$ cat config.mk
export PLATFORM = sky130hd
export DESIGN_NAME = dac_power_down_control
export DESIGN_NICKNAME = d
export VERILOG_FILES = /design/src/common/pwr_ctl_pkg.sv /design/src/core/dac_power_down_control.sv /design/src/core/pin_sync3.sv /design/src/core/pwm_channel.sv
export SDC_FILE = /design/constraint.sdc
export NUM_CORES = 1
export LEC_CHECK = 0
export BUFFER_PORTS_ARGS = -buffer_cell sky130_fd_sc_hd__buf_2
export CAP_MARGIN = 20
export CORE_MARGIN = 3
export CORE_UTILIZATION = 50
export CTS_BUF_LIST = sky130_fd_sc_hd__clkbuf_16
export DETAILED_ROUTE_END_ITERATION = 8
export GPL_TIMING_DRIVEN = 0
export PLACE_DENSITY = 0.67
export SKIP_CTS_REPAIR_TIMING = 1
export SLEW_MARGIN = 20
export SYNTH_ARGS = -nofsm -noshare
export SYNTH_HDL_FRONTEND = slang
export SYNTH_SLANG_ARGS = --single-unit
$ cat constraint.sdc
create_clock -name core_clk -period 3.75 [get_ports core_clk]
set_input_delay 0.375 -clock core_clk [delete_from_list [all_inputs] [get_ports core_clk]]
set_output_delay 0.375 -clock core_clk [all_outputs]
set_load 0.005 [all_outputs]
$ cat src/common/pwr_ctl_pkg.sv
/*
 Shared constants and types for the converter power and reference control.
 Assumes a single 200 MHz core clock domain.
*/
package pwr_ctl_pkg;
    localparam int CLK_HZ = 200_000_000;
    // Idle timeout, nominal figure in milliseconds
    localparam int IDLE_TIMEOUT_MS = 60;
    // Pairing gap figure in milliseconds; unused, pairing is limited by the idle timeout
    localparam int PAIR_MAX_MS = 70;
    localparam int IDLE_TIMEOUT_CYC = (CLK_HZ / 1000) * IDLE_TIMEOUT_MS;
    localparam int PAIR_MAX_CYC = (CLK_HZ / 1000) * PAIR_MAX_MS;
    localparam int TMR_W = 24;
    localparam logic RESET_STRAP = 1'b0;
    typedef enum logic [1:0] {
        CH_OFF,
        CH_ARMED,
        CH_LIVE
    } ch_state_t;
endpackage

$ cat src/core/dac_power_down_control.sv
/*
 Power-down, wake-up and reference selection for a dual PWM-to-voltage converter.
 Assumes straps and PWM lines are asynchronous pins; analog parts are outside.
*/
// Notes on behaviour
// [RULE1] In sample/hold a channel whose PWM input stays low past the idle timeout powers down.
// [RULE2] The internal reference is off when external reference is chosen or both channels are off.
// [RULE3] A low shutdown input powers down both channels and the internal reference.
// [RULE4] The reference pin is high impedance whenever the internal reference is off.
// [RULE5] In transparent mode operation resumes as soon as shutdown is released.
// [RULE6] In sample/hold all stays off after shutdown until a rising edge on either PWM input.
// [RULE7] A channel code updates when two rising edges are closer than the idle timeout.
// [RULE8] A channel output stays high impedance after wake until its first update.
// [RULE9] A low reference strap selects the internal reference.
// [RULE10] A high reference strap selects the external reference.
// [RULE11] A low idle strap selects transparent mode, a high one sample/hold.
// [RULE12] A channel goes idle after no rising edge for longer than the idle timeout.
// [RULE13] In sample/hold a pair of edges farther apart than the timeout is ignored.
// [RULE14] Each channel has its own idle counter restarted on every rising edge.
module dac_power_down_control
    import pwr_ctl_pkg::*;
#(
    parameter int IDLE_CYC = pwr_ctl_pkg::IDLE_TIMEOUT_CYC
) (
    input wire logic core_clk,
    input wire logic rst_b,
    input wire logic shutdown_n,
    input wire logic idle_behaviour_strap,
    input wire logic reference_source_strap,
    input wire logic pwm_a,
    input wire logic pwm_b,
    output logic ref_int_en,
    output logic ref_pin_oe,
    output logic out_a_oe,
    output logic out_b_oe,
    output logic amp_a_en,
    output logic amp_b_en,
    output logic update_a,
    output logic update_b,
    output logic idle_a,
    output logic idle_b,
    output logic idle_high_a,
    output logic idle_high_b,
    output logic sample_hold_mode
);
    import pwr_ctl_pkg::*;

    typedef struct packed {
        logic [2:0] fill;
        logic straps_ok;
        logic sh;
        logic ext_ref;
        logic ref_on;
        logic oe_a;
        logic oe_b;
        logic pw_a;
        logic pw_b;
        logic up_a;
        logic up_b;
        logic id_a;
        logic id_b;
        logic ih_a;
        logic ih_b;
    } top_st_t;

    top_st_t st_r;
    top_st_t st_nxt;
    logic sd_n_s, idl_s, ref_s, pa_s, pb_s;
    logic shutdown_act, wake;
    logic rise_a, rise_b, pwr_a, pwr_b, den_a, den_b;
    logic upd_a, upd_b, idl_a, idl_b, ih_a, ih_b;

    pin_sync3 u_sync_sd (.core_clk(core_clk), .rst_b(rst_b), .pin_in(shutdown_n),
        .pin_out(sd_n_s));
    pin_sync3 u_sync_idl (.core_clk(core_clk), .rst_b(rst_b), .pin_in(idle_behaviour_strap),
        .pin_out(idl_s));
    pin_sync3 u_sync_ref (.core_clk(core_clk), .rst_b(rst_b), .pin_in(reference_source_strap),
        .pin_out(ref_s));
    pin_sync3 u_sync_pa (.core_clk(core_clk), .rst_b(rst_b), .pin_in(pwm_a), .pin_out(pa_s));
    pin_sync3 u_sync_pb (.core_clk(core_clk), .rst_b(rst_b), .pin_in(pwm_b), .pin_out(pb_s));

    // Straps are settled once sync chains have filled; hold shutdown until then
    assign shutdown_act = !sd_n_s || !st_r.straps_ok; // [RULE3]

    // Transparent wakes on release; sample/hold waits for a rising edge
    assign wake = st_r.sh ? (rise_a || rise_b) : 1'b1; // [RULE5] [RULE6]

    pwm_channel #(.IDLE_CYC(IDLE_CYC)) u_ch_a (
        .core_clk(core_clk), .rst_b(rst_b), .pwm_lvl(pa_s), .sample_hold(st_r.sh),
        .shutdown_act(shutdown_act), .wake(wake), .rise(rise_a), .powered(pwr_a),
        .drive_en(den_a), .update(upd_a), .idle(idl_a), .idle_high(ih_a)
    );
    pwm_channel #(.IDLE_CYC(IDLE_CYC)) u_ch_b (
        .core_clk(core_clk), .rst_b(rst_b), .pwm_lvl(pb_s), .sample_hold(st_r.sh),
        .shutdown_act(shutdown_act), .wake(wake), .rise(rise_b), .powered(pwr_b),
        .drive_en(den_b), .update(upd_b), .idle(idl_b), .idle_high(ih_b)
    );

    // Strap capture after reset release, reference control and output flops
    always_comb begin
        st_nxt = st_r;
        // Wait for the pin chains to fill before the straps are trusted
        st_nxt.straps_ok = (st_r.fill == 3'd4);
        if (st_r.fill != 3'd4) begin
            st_nxt.fill = st_r.fill + 3'd1;
        end
        if (!st_r.straps_ok) begin
            st_nxt.sh = idl_s; // [RULE11]
            st_nxt.ext_ref = ref_s; // [RULE9] [RULE10]
        end
        st_nxt.ref_on = !st_r.ext_ref && !shutdown_act && (pwr_a || pwr_b); // [RULE2] [RULE3]
        st_nxt.oe_a = den_a;
        st_nxt.oe_b = den_b;
        st_nxt.pw_a = pwr_a;
        st_nxt.pw_b = pwr_b;
        st_nxt.up_a = upd_a;
        st_nxt.up_b = upd_b;
        st_nxt.id_a = idl_a;
        st_nxt.id_b = idl_b;
        st_nxt.ih_a = ih_a;
        st_nxt.ih_b = ih_b;
    end

    always_ff @(posedge core_clk) begin
        if (!rst_b) begin
            st_r <= '0;
        end else begin
            st_r <= st_nxt;
        end
    end

    assign ref_int_en = st_r.ref_on;
    assign ref_pin_oe = st_r.ref_on; // [RULE4]
    assign out_a_oe = st_r.oe_a;
    assign out_b_oe = st_r.oe_b;
    assign amp_a_en = st_r.pw_a;
    assign amp_b_en = st_r.pw_b;
    assign update_a = st_r.up_a;
    assign update_b = st_r.up_b;
    assign idle_a = st_r.id_a;
    assign idle_b = st_r.id_b;
    assign idle_high_a = st_r.ih_a;
    assign idle_high_b = st_r.ih_b;
    assign sample_hold_mode = st_r.sh;
endmodule

$ cat src/core/pin_sync3.sv
/*
 Three-stage pin synchroniser; a change counts once stages two and three agree.
 Assumes an asynchronous input and the core clock.
*/
module pin_sync3 (
    input wire logic core_clk,
    input wire logic rst_b,
    input wire logic pin_in,
    output logic pin_out
);
    typedef struct packed {
        logic s1;
        logic s2;
        logic s3;
        logic q;
    } sync_st_t;

    sync_st_t st_r;
    sync_st_t st_nxt;

    // Shift chain; output follows when the last two stages agree
    always_comb begin
        st_nxt = st_r;
        st_nxt.s1 = pin_in;
        st_nxt.s2 = st_r.s1;
        st_nxt.s3 = st_r.s2;
        if (st_r.s2 == st_r.s3) begin
            st_nxt.q = st_r.s3;
        end
    end

    always_ff @(posedge core_clk) begin
        if (!rst_b) begin
            st_r <= '0;
        end else begin
            st_r <= st_nxt;
        end
    end

    assign pin_out = st_r.q;
endmodule

$ cat src/core/pwm_channel.sv
/*
 One output channel: idle timer, pairing of rising edges, power-down and Hi-Z.
 Assumes a synchronised PWM level and idle-behaviour strap from the top.
*/
module pwm_channel
    import pwr_ctl_pkg::*;
#(
    parameter int IDLE_CYC = pwr_ctl_pkg::IDLE_TIMEOUT_CYC
) (
    input wire logic core_clk,
    input wire logic rst_b,
    input wire logic pwm_lvl,
    input wire logic sample_hold,
    input wire logic shutdown_act,
    input wire logic wake,
    output logic rise,
    output logic powered,
    output logic drive_en,
    output logic update,
    output logic idle,
    output logic idle_high
);
    typedef struct packed {
        ch_state_t state;
        logic prev;
        logic [TMR_W-1:0] tmr;
        logic timed_out;
        logic upd;
    } ch_st_t;

    localparam logic [TMR_W-1:0] TMR_MAX = TMR_W'(IDLE_CYC);

    ch_st_t st_r;
    ch_st_t st_nxt;
    logic edge_up;

    assign edge_up = pwm_lvl && !st_r.prev;

    // Timer, pairing and per-channel power state
    always_comb begin
        st_nxt = st_r;
        st_nxt.prev = pwm_lvl;
        st_nxt.upd = 1'b0;
        if (edge_up) begin
            st_nxt.tmr = '0; // [RULE14]
            st_nxt.timed_out = 1'b0;
        end else if (st_r.tmr >= TMR_MAX) begin
            st_nxt.timed_out = 1'b1; // [RULE12]
        end else begin
            st_nxt.tmr = st_r.tmr + 1'b1;
        end
        case (st_r.state)
            CH_OFF: begin
                if (wake && !shutdown_act) begin
                    st_nxt.state = CH_ARMED; // [RULE6]
                    // Fresh idle window, pairing still needs two own edges
                    st_nxt.tmr = '0;
                end
            end
            CH_ARMED: begin
                // In sample/hold, woken but left low past the timeout powers down again
                if (sample_hold && !pwm_lvl && st_r.tmr >= TMR_MAX) begin
                    st_nxt.state = CH_OFF; // [RULE1]
                end
                // Second edge within the timeout updates the code
                if (edge_up && !st_r.timed_out) begin
                    st_nxt.state = CH_LIVE; // [RULE7] [RULE8]
                    st_nxt.upd = 1'b1;
                end
            end
            CH_LIVE: begin
                // Edges after a timeout gap are ignored and the code held
                if (edge_up && !st_r.timed_out) begin
                    st_nxt.upd = 1'b1; // [RULE7] [RULE13]
                end
                if (sample_hold && st_r.timed_out && !pwm_lvl) begin
                    st_nxt.state = CH_OFF; // [RULE1]
                end
            end
            default: st_nxt.state = CH_OFF;
        endcase
        if (shutdown_act) begin
            st_nxt.state = CH_OFF; // [RULE3]
            st_nxt.upd = 1'b0;
        end
    end

    always_ff @(posedge core_clk) begin
        if (!rst_b) begin
            st_r <= '{state: CH_OFF, prev: 1'b0, tmr: '0, timed_out: 1'b1, upd: 1'b0};
        end else begin
            st_r <= st_nxt;
        end
    end

    assign rise = edge_up;
    assign powered = st_r.state != CH_OFF;
    assign drive_en = st_r.state == CH_LIVE; // [RULE8]
    assign update = st_r.upd;
    assign idle = st_r.timed_out;
    assign idle_high = st_r.timed_out && st_r.prev;
endmodule

; Word-level counts from Yosys, hierarchy flattened
; Index checks and enable logic that the tools add are counted.
[totals]
reg_bits = 95
inputBits = 7
output_inout_bits = 13
wordCells = 135
[op_classes]
add_sub_neg = 3
order_cmp = 2
n_eq_ne = 17
muxes = 22
bitwise_logic = 3
n_reduce_logical = 43
[op_table]
columns = op, n
row1 = $mux 24, 6
row2 = $mux 25, 2
row3 = $add 24x1->24 const B, 2
row4 = $ge 24x24->1 const B, 2
row5 = $logic_and 1x1->1, 17
row6 = $mux 2, 7
row7 = $pmux 2 s3, 2
row8 = $logic_not 1->1, 10
row9 = $reduce_bool 2->1, 4
row10 = $ne 2x1->1 const B, 3
row11 = $ne 3x1->1 const B, 2
row12 = $reduce_and 3->1, 2
row13 = $reduce_or 2->1, 3
row14 = $reduce_or 3->1, 2
row15 = $eq 1x1->1, 5
row16 = $mux 1, 5
row17 = $eq 2x1->1 const B, 2
row18 = $eq 2x2->1 const B, 2
row19 = $logic_not 2->1, 2
row20 = $add 3x1->3 const B, 1
row21 = $eq 3x3->1 const B, 1
row22 = $logic_or 1x1->1, 3
row23 = $ne 3x3->1 const B, 1
row24 = $not 1->1, 3
row25 = $ne 2x2->1 const B, 1

; Logic depth before layout (Yosys ltp)
[logic_depth]
depth_word = 7
mapped_depth = 7
depth_no_buf = 6

; By module
; From an unflattened synthesis, not the netlist that was laid out.
[hier_totals]
cells_unflattened = 469
hier_area_um2 = 4279.1
[modules_own_cells]
columns = mod, n_inst, cells_each, area_per_inst_um2, seq_area_each_um2
row1 = pwm_channel (u_ch_a), 1, 182, 1556.5, 580.6
row2 = pwm_channel (u_ch_b), 1, 183, 1541.5, 580.6
row3 = dac_power_down_control, 1, 54, 599.3, 340.3
row4 = pin_sync3, 5, 10, 116.4, 80.1

; Worst setup path before layout
; OpenSTA, ideal clock, no wires.
[synth_path]
path_kind = reg2reg
startpoint = register u_ch_a.st_r[5] (netlist bit)
endpoint = register u_ch_a.st_r[20] (netlist bit)
setup_time_ns = 0.071
t_arrival_ns = 1.941
t_required_ns = 3.679
slack_ns = 1.739
stages_incl_launch_ff = 6
path_buffers = 0
period_less_slack_ns = 2.011
path_cell_list = dfxtp_1 > nand4_2 > or4_4 > a2111o_1 > or3_1 > a21oi_1
[synth_between]
elab_chain_cells = 5
elab_cells_between_ends = 6
cone_classes = 1 x add/sub / 1 x order compare / 4 x mux
[synth_lines]
columns = element, line
row1 = from (decl), pwm_channel.sv:33  ; ch_st_t st_r;
row2 = from (signal assigned), pwm_channel.sv:90  ; st_r <= '{state: CH_OFF, prev: 1'b0, tmr: '0, timed_out: 1'b1, upd: 1'b0};
row3 = from (signal assigned), pwm_channel.sv:92  ; st_r <= st_nxt;
row4 = $add 24x1->24 or $ge 24x24->1 (tied branches), "pwm_channel.sv:50, pwm_channel.sv:47"
row5 = $mux 24 *, pwm_channel.sv:47  ; end else if (st_r.tmr >= TMR_MAX) begin
row6 = $mux 25 *, pwm_channel.sv:44  ; if (edge_up) begin
row7 = $mux 24, pwm_channel.sv:54  ; if (wake && !shutdown_act) begin
row8 = $mux 24 *, pwm_channel.sv:52  ; case (st_r.state)
; Mark *: on every way between the ends. The rest lies on a longest branch, timed or not.
; A chain may end at the register's enable or synchronous reset.

; Final worst setup path
[layout_path]
startpoint = register u_ch_b.st_r[25] (netlist bit)
endpoint = register u_ch_b.st_r[3] (netlist bit)
[layout_between]
elab_chain_cells = 5
[layout_lines]
columns = element, line
row1 = from (decl), pwm_channel.sv:33
row2 = from (signal assigned), pwm_channel.sv:90
row3 = from (signal assigned), pwm_channel.sv:92
row4 = $ge 24x24->1 *, pwm_channel.sv:47
row5 = $mux 24 *, pwm_channel.sv:47
row6 = $mux 25 *, pwm_channel.sv:44
row7 = $mux 24, pwm_channel.sv:54
row8 = $mux 24 *, pwm_channel.sv:52
; Marks and branches as above.

==> summary.md <==
| Metric | Value |
|---|---|
| Final Core Density | `58.8%` |
| RSZ-0062 raised after global routing | `false` |
| Tot Pwr | `1.93 mW` |
| R2r worst-path depth | `6` |
| Overflow after GRT | `0` |
| GRT busiest layer | `met2` |
| Commonest non-fill, non-tap cell in the layout | `dfxtp_1` |
| Wirelength per Cell | `13.9 um` |
| Final nets | `512` |
| Met3 GRT Util | `5.26%` |
| Maxcap violations | `0` |
| Initial core utilization | `52.5%` |
| Place WS | `1.53 ns` |
| Worst hold path class | `input pin to flop` |
| First-pass GRT wire length | `14400 um` |
| Pin count of the biggest net entering global routing | `17` |
| Routed wire length | `8340 um` |
| Root Buffer | `clkbuf_16` |
| Post-synth top flop | `dfxtp_1` |
| Placed Area | `4360 um^2` |
| Clk_lat worst skew | `0.34 ns` |
| Peak supply drop | `0.000276 V` |
| DRC | `0` |
| Peak Freq | `439 MHz` |
| Via count | `3359` |
| Clk_skew | `0.00713 ns` |
| CTS tree | `built` |
| Number of synthesized register bits | `95` |
| CORE AREA | `7890 um^2` |
| Data arrival, critical path | `2.48 ns` |
| DP HPWL | `5960 um` |
| Pins over their slew limit | `0` |
| Drt first pass iters | `4` |
| Critical path startpoint category | `flop` |
| Clock Tree Buf Depth | `2` |
| Part of the cycle the worst path needs | `60.7%` |
| Final non-filler cell total | `600` |
| Initial antenna violation count | `0` |
| Synth Area in Adders | `3.63%` |
| Die ar. | `9410 um^2` |
| Clk sink count | `95` |
| Setup violations, final | `0` |
| Routability cong. | `0.889` |
| Worst slew margin | `56.7%` |
| PD cells | `417 nW/um^2` |
| CP Max Fanout | `10` |
| Final setup margin | `1.47 ns` |
| Layout cells sized above 1 | `9.04%` |
| Die X | `97.0 um` |
| Simple-gate share of the synthesized area | `23.1%` |
| Synthesis-to-layout area growth | `12.0%` |
| Diode count | `0` |
| Synth warnings | `0` |
| Fin crit period | `2.28 ns` |
| EDFF count, synth | `0` |
| Final setup TNS | `0 ns` |
| Synth Area in XOR/XNOR | `4.87%` |
| Initial DRC count | `138` |
| Cell area after synthesis | `4140 um^2` |
| Io pins | `20` |
| Via/cell ratio | `5.60` |
| Finished Cell Area | `4640 um^2` |
| Worst setup EP type | `flop` |
| Main combinational cell family by area after synthesis | `simple AND/OR/NAND/NOR gates` |
| Gr usage total | `18.4%` |
| Mapped Cells | `463` |
| Fillers | `707` |
| WS Path Type | `flop to flop` |
| DP Cell Count | `584` |
| Post-synthesis mux area share | `1.69%` |
| Hold Path Cell Cnt | `2` |
| Number of global-route vias before repair | `3164` |
| Post-synth ARST share | `0%` |
| CTS Buf Count | `9` |
| Leak pwr | `1.63 nW` |
| Port bufs | `19` |
| Clock Pin Slew Worst Setup and Hold Paths | `0.06 ns` |
| Average size of a mapped cell | `8.94 um^2` |
| Synth Net Count | `482` |
| Post-DRT Antenna Nets | `0` |
| M1 GR Usage | `24.0%` |
| Final hold vios | `0` |
| Netlist cell types | `44` |
| Seq/Total Area, Yosys | `45.9%` |
| H-tree depth | `3` |
| Met2 Usage GRT | `29.8%` |
| Area fraction in compound gates after synthesis | `17.7%` |
| Die Ht | `97.0 um` |
| Critical path data required time | `3.95 ns` |
| Status | `complete, no violations` |
| FP Rows | `32` |
| Slew @ Worst Pin | `0.648 ns` |
| Commonest cells after routing, fill and taps aside | `95 x dfxtp_1, 41 x nand2_1, 32 x nor2_1` |
| Min Hold Slack | `0.242 ns` |
==> per-layer routing <==
layer	routed length, um	part of all wire (%)
met1	3990	48
met2	3940	47
met3	338	4.1
met4	76	0.91
met5	0	0
==> cells by family (layout without fill, tap and decap cells) <==
logic type | Yosys count | count (layout)
fa+ha+maj | 12 | 12
compound gates | 109 | 109
buf+inv | 33 | 68
flops | 95 | 95
mux | 7 | 7
simple gates | 184 | 184
xor+xnor | 23 | 23
==> power breakdown <==
group | internal, mW | switching (mW) | leakage (nW)
Clock | 0.449 | 0.383 | 0.131
Combinational | 0.0259 | 0.0364 | 0.726
Sequential | 1.03 | 0.0126 | 0.770
Total | 1.50 | 0.432 | 1.63
==> worst max-delay path, cell delays in order (launching register included) <==
cell and delay [ns]:
dfxtp_1 0.50, nand3_1 0.09, or4_1 0.47, clkbuf_1 0.26
o21ai_1 0.53, mux2i_1 0.25, nor2_1 0.05
==> final timing paths <==
kind | startpoint | to | slack [ns]
worst max-delay path | u_ch_b.st_r[25] | u_ch_b.st_r[3] | 1.47
worst min-delay path | idle_behaviour_strap | u_sync_idl.st_nxt[2] | 0.24
worst max register to register | u_ch_b.st_r[25] | u_ch_b.st_r[3] | 1.47
worst min register to register | u_sync_ref.st_nxt[2] | u_sync_ref.st_nxt[1] | 0.43
==> cells in the mapped netlist (5+ instances only) <==
master / instances / area, um^2
xnor2_1: 5 / 43.8
and3_1: 9 / 56.3
dfxtp_1: 95 / 1900
o21a_1: 10 / 75.1
a21oi_1: 21 / 105
a31oi_1: 5 / 31.3
xor2_1: 18 / 158
o211ai_1: 9 / 67.6
o21ai_0: 26 / 130
o2111ai_1: 8 / 70.1
nor4_1: 7 / 43.8
nand4_1: 7 / 43.8
nand2_1: 41 / 154
nor2b_1: 7 / 43.8
nor2_1: 32 / 120
nand3_1: 19 / 95.1
nor3_1: 8 / 40.0
inv_1: 18 / 67.6
clkbuf_1: 13 / 48.8
mux2i_1: 7 / 70.1
a21boi_0: 6 / 45.0
or3_1: 14 / 87.6
ha_1: 12 / 150
and2_1: 28 / 175
==> cell type report <==
class | instances | area, um^2 | area share, %
multi-input cells | 335 | 2110 | 45.5
flip-flops and latches | 95 | 1900 | 41.0
clock buffers | 9 | 225 | 4.86
well taps | 102 | 128 | 2.75
repair buffers | 19 | 95.1 | 2.05
inverters | 18 | 67.6 | 1.46
plain buffers | 15 | 61.3 | 1.32
clock inverters | 7 | 48.8 | 1.05
==> registers in the layout, summed over array words and instances, names as in the netlist, 2 cells and up <==
name and flops:
u_sync_pb.st_nxt 2, st_r 5, u_sync_sd.st_nxt 2, u_ch_b.st_r 27
u_sync_idl.st_nxt 2, u_sync_pa.st_nxt 2, u_sync_ref.st_nxt 2, u_ch_a.st_r 27
(Power assumes the default switching activity.)
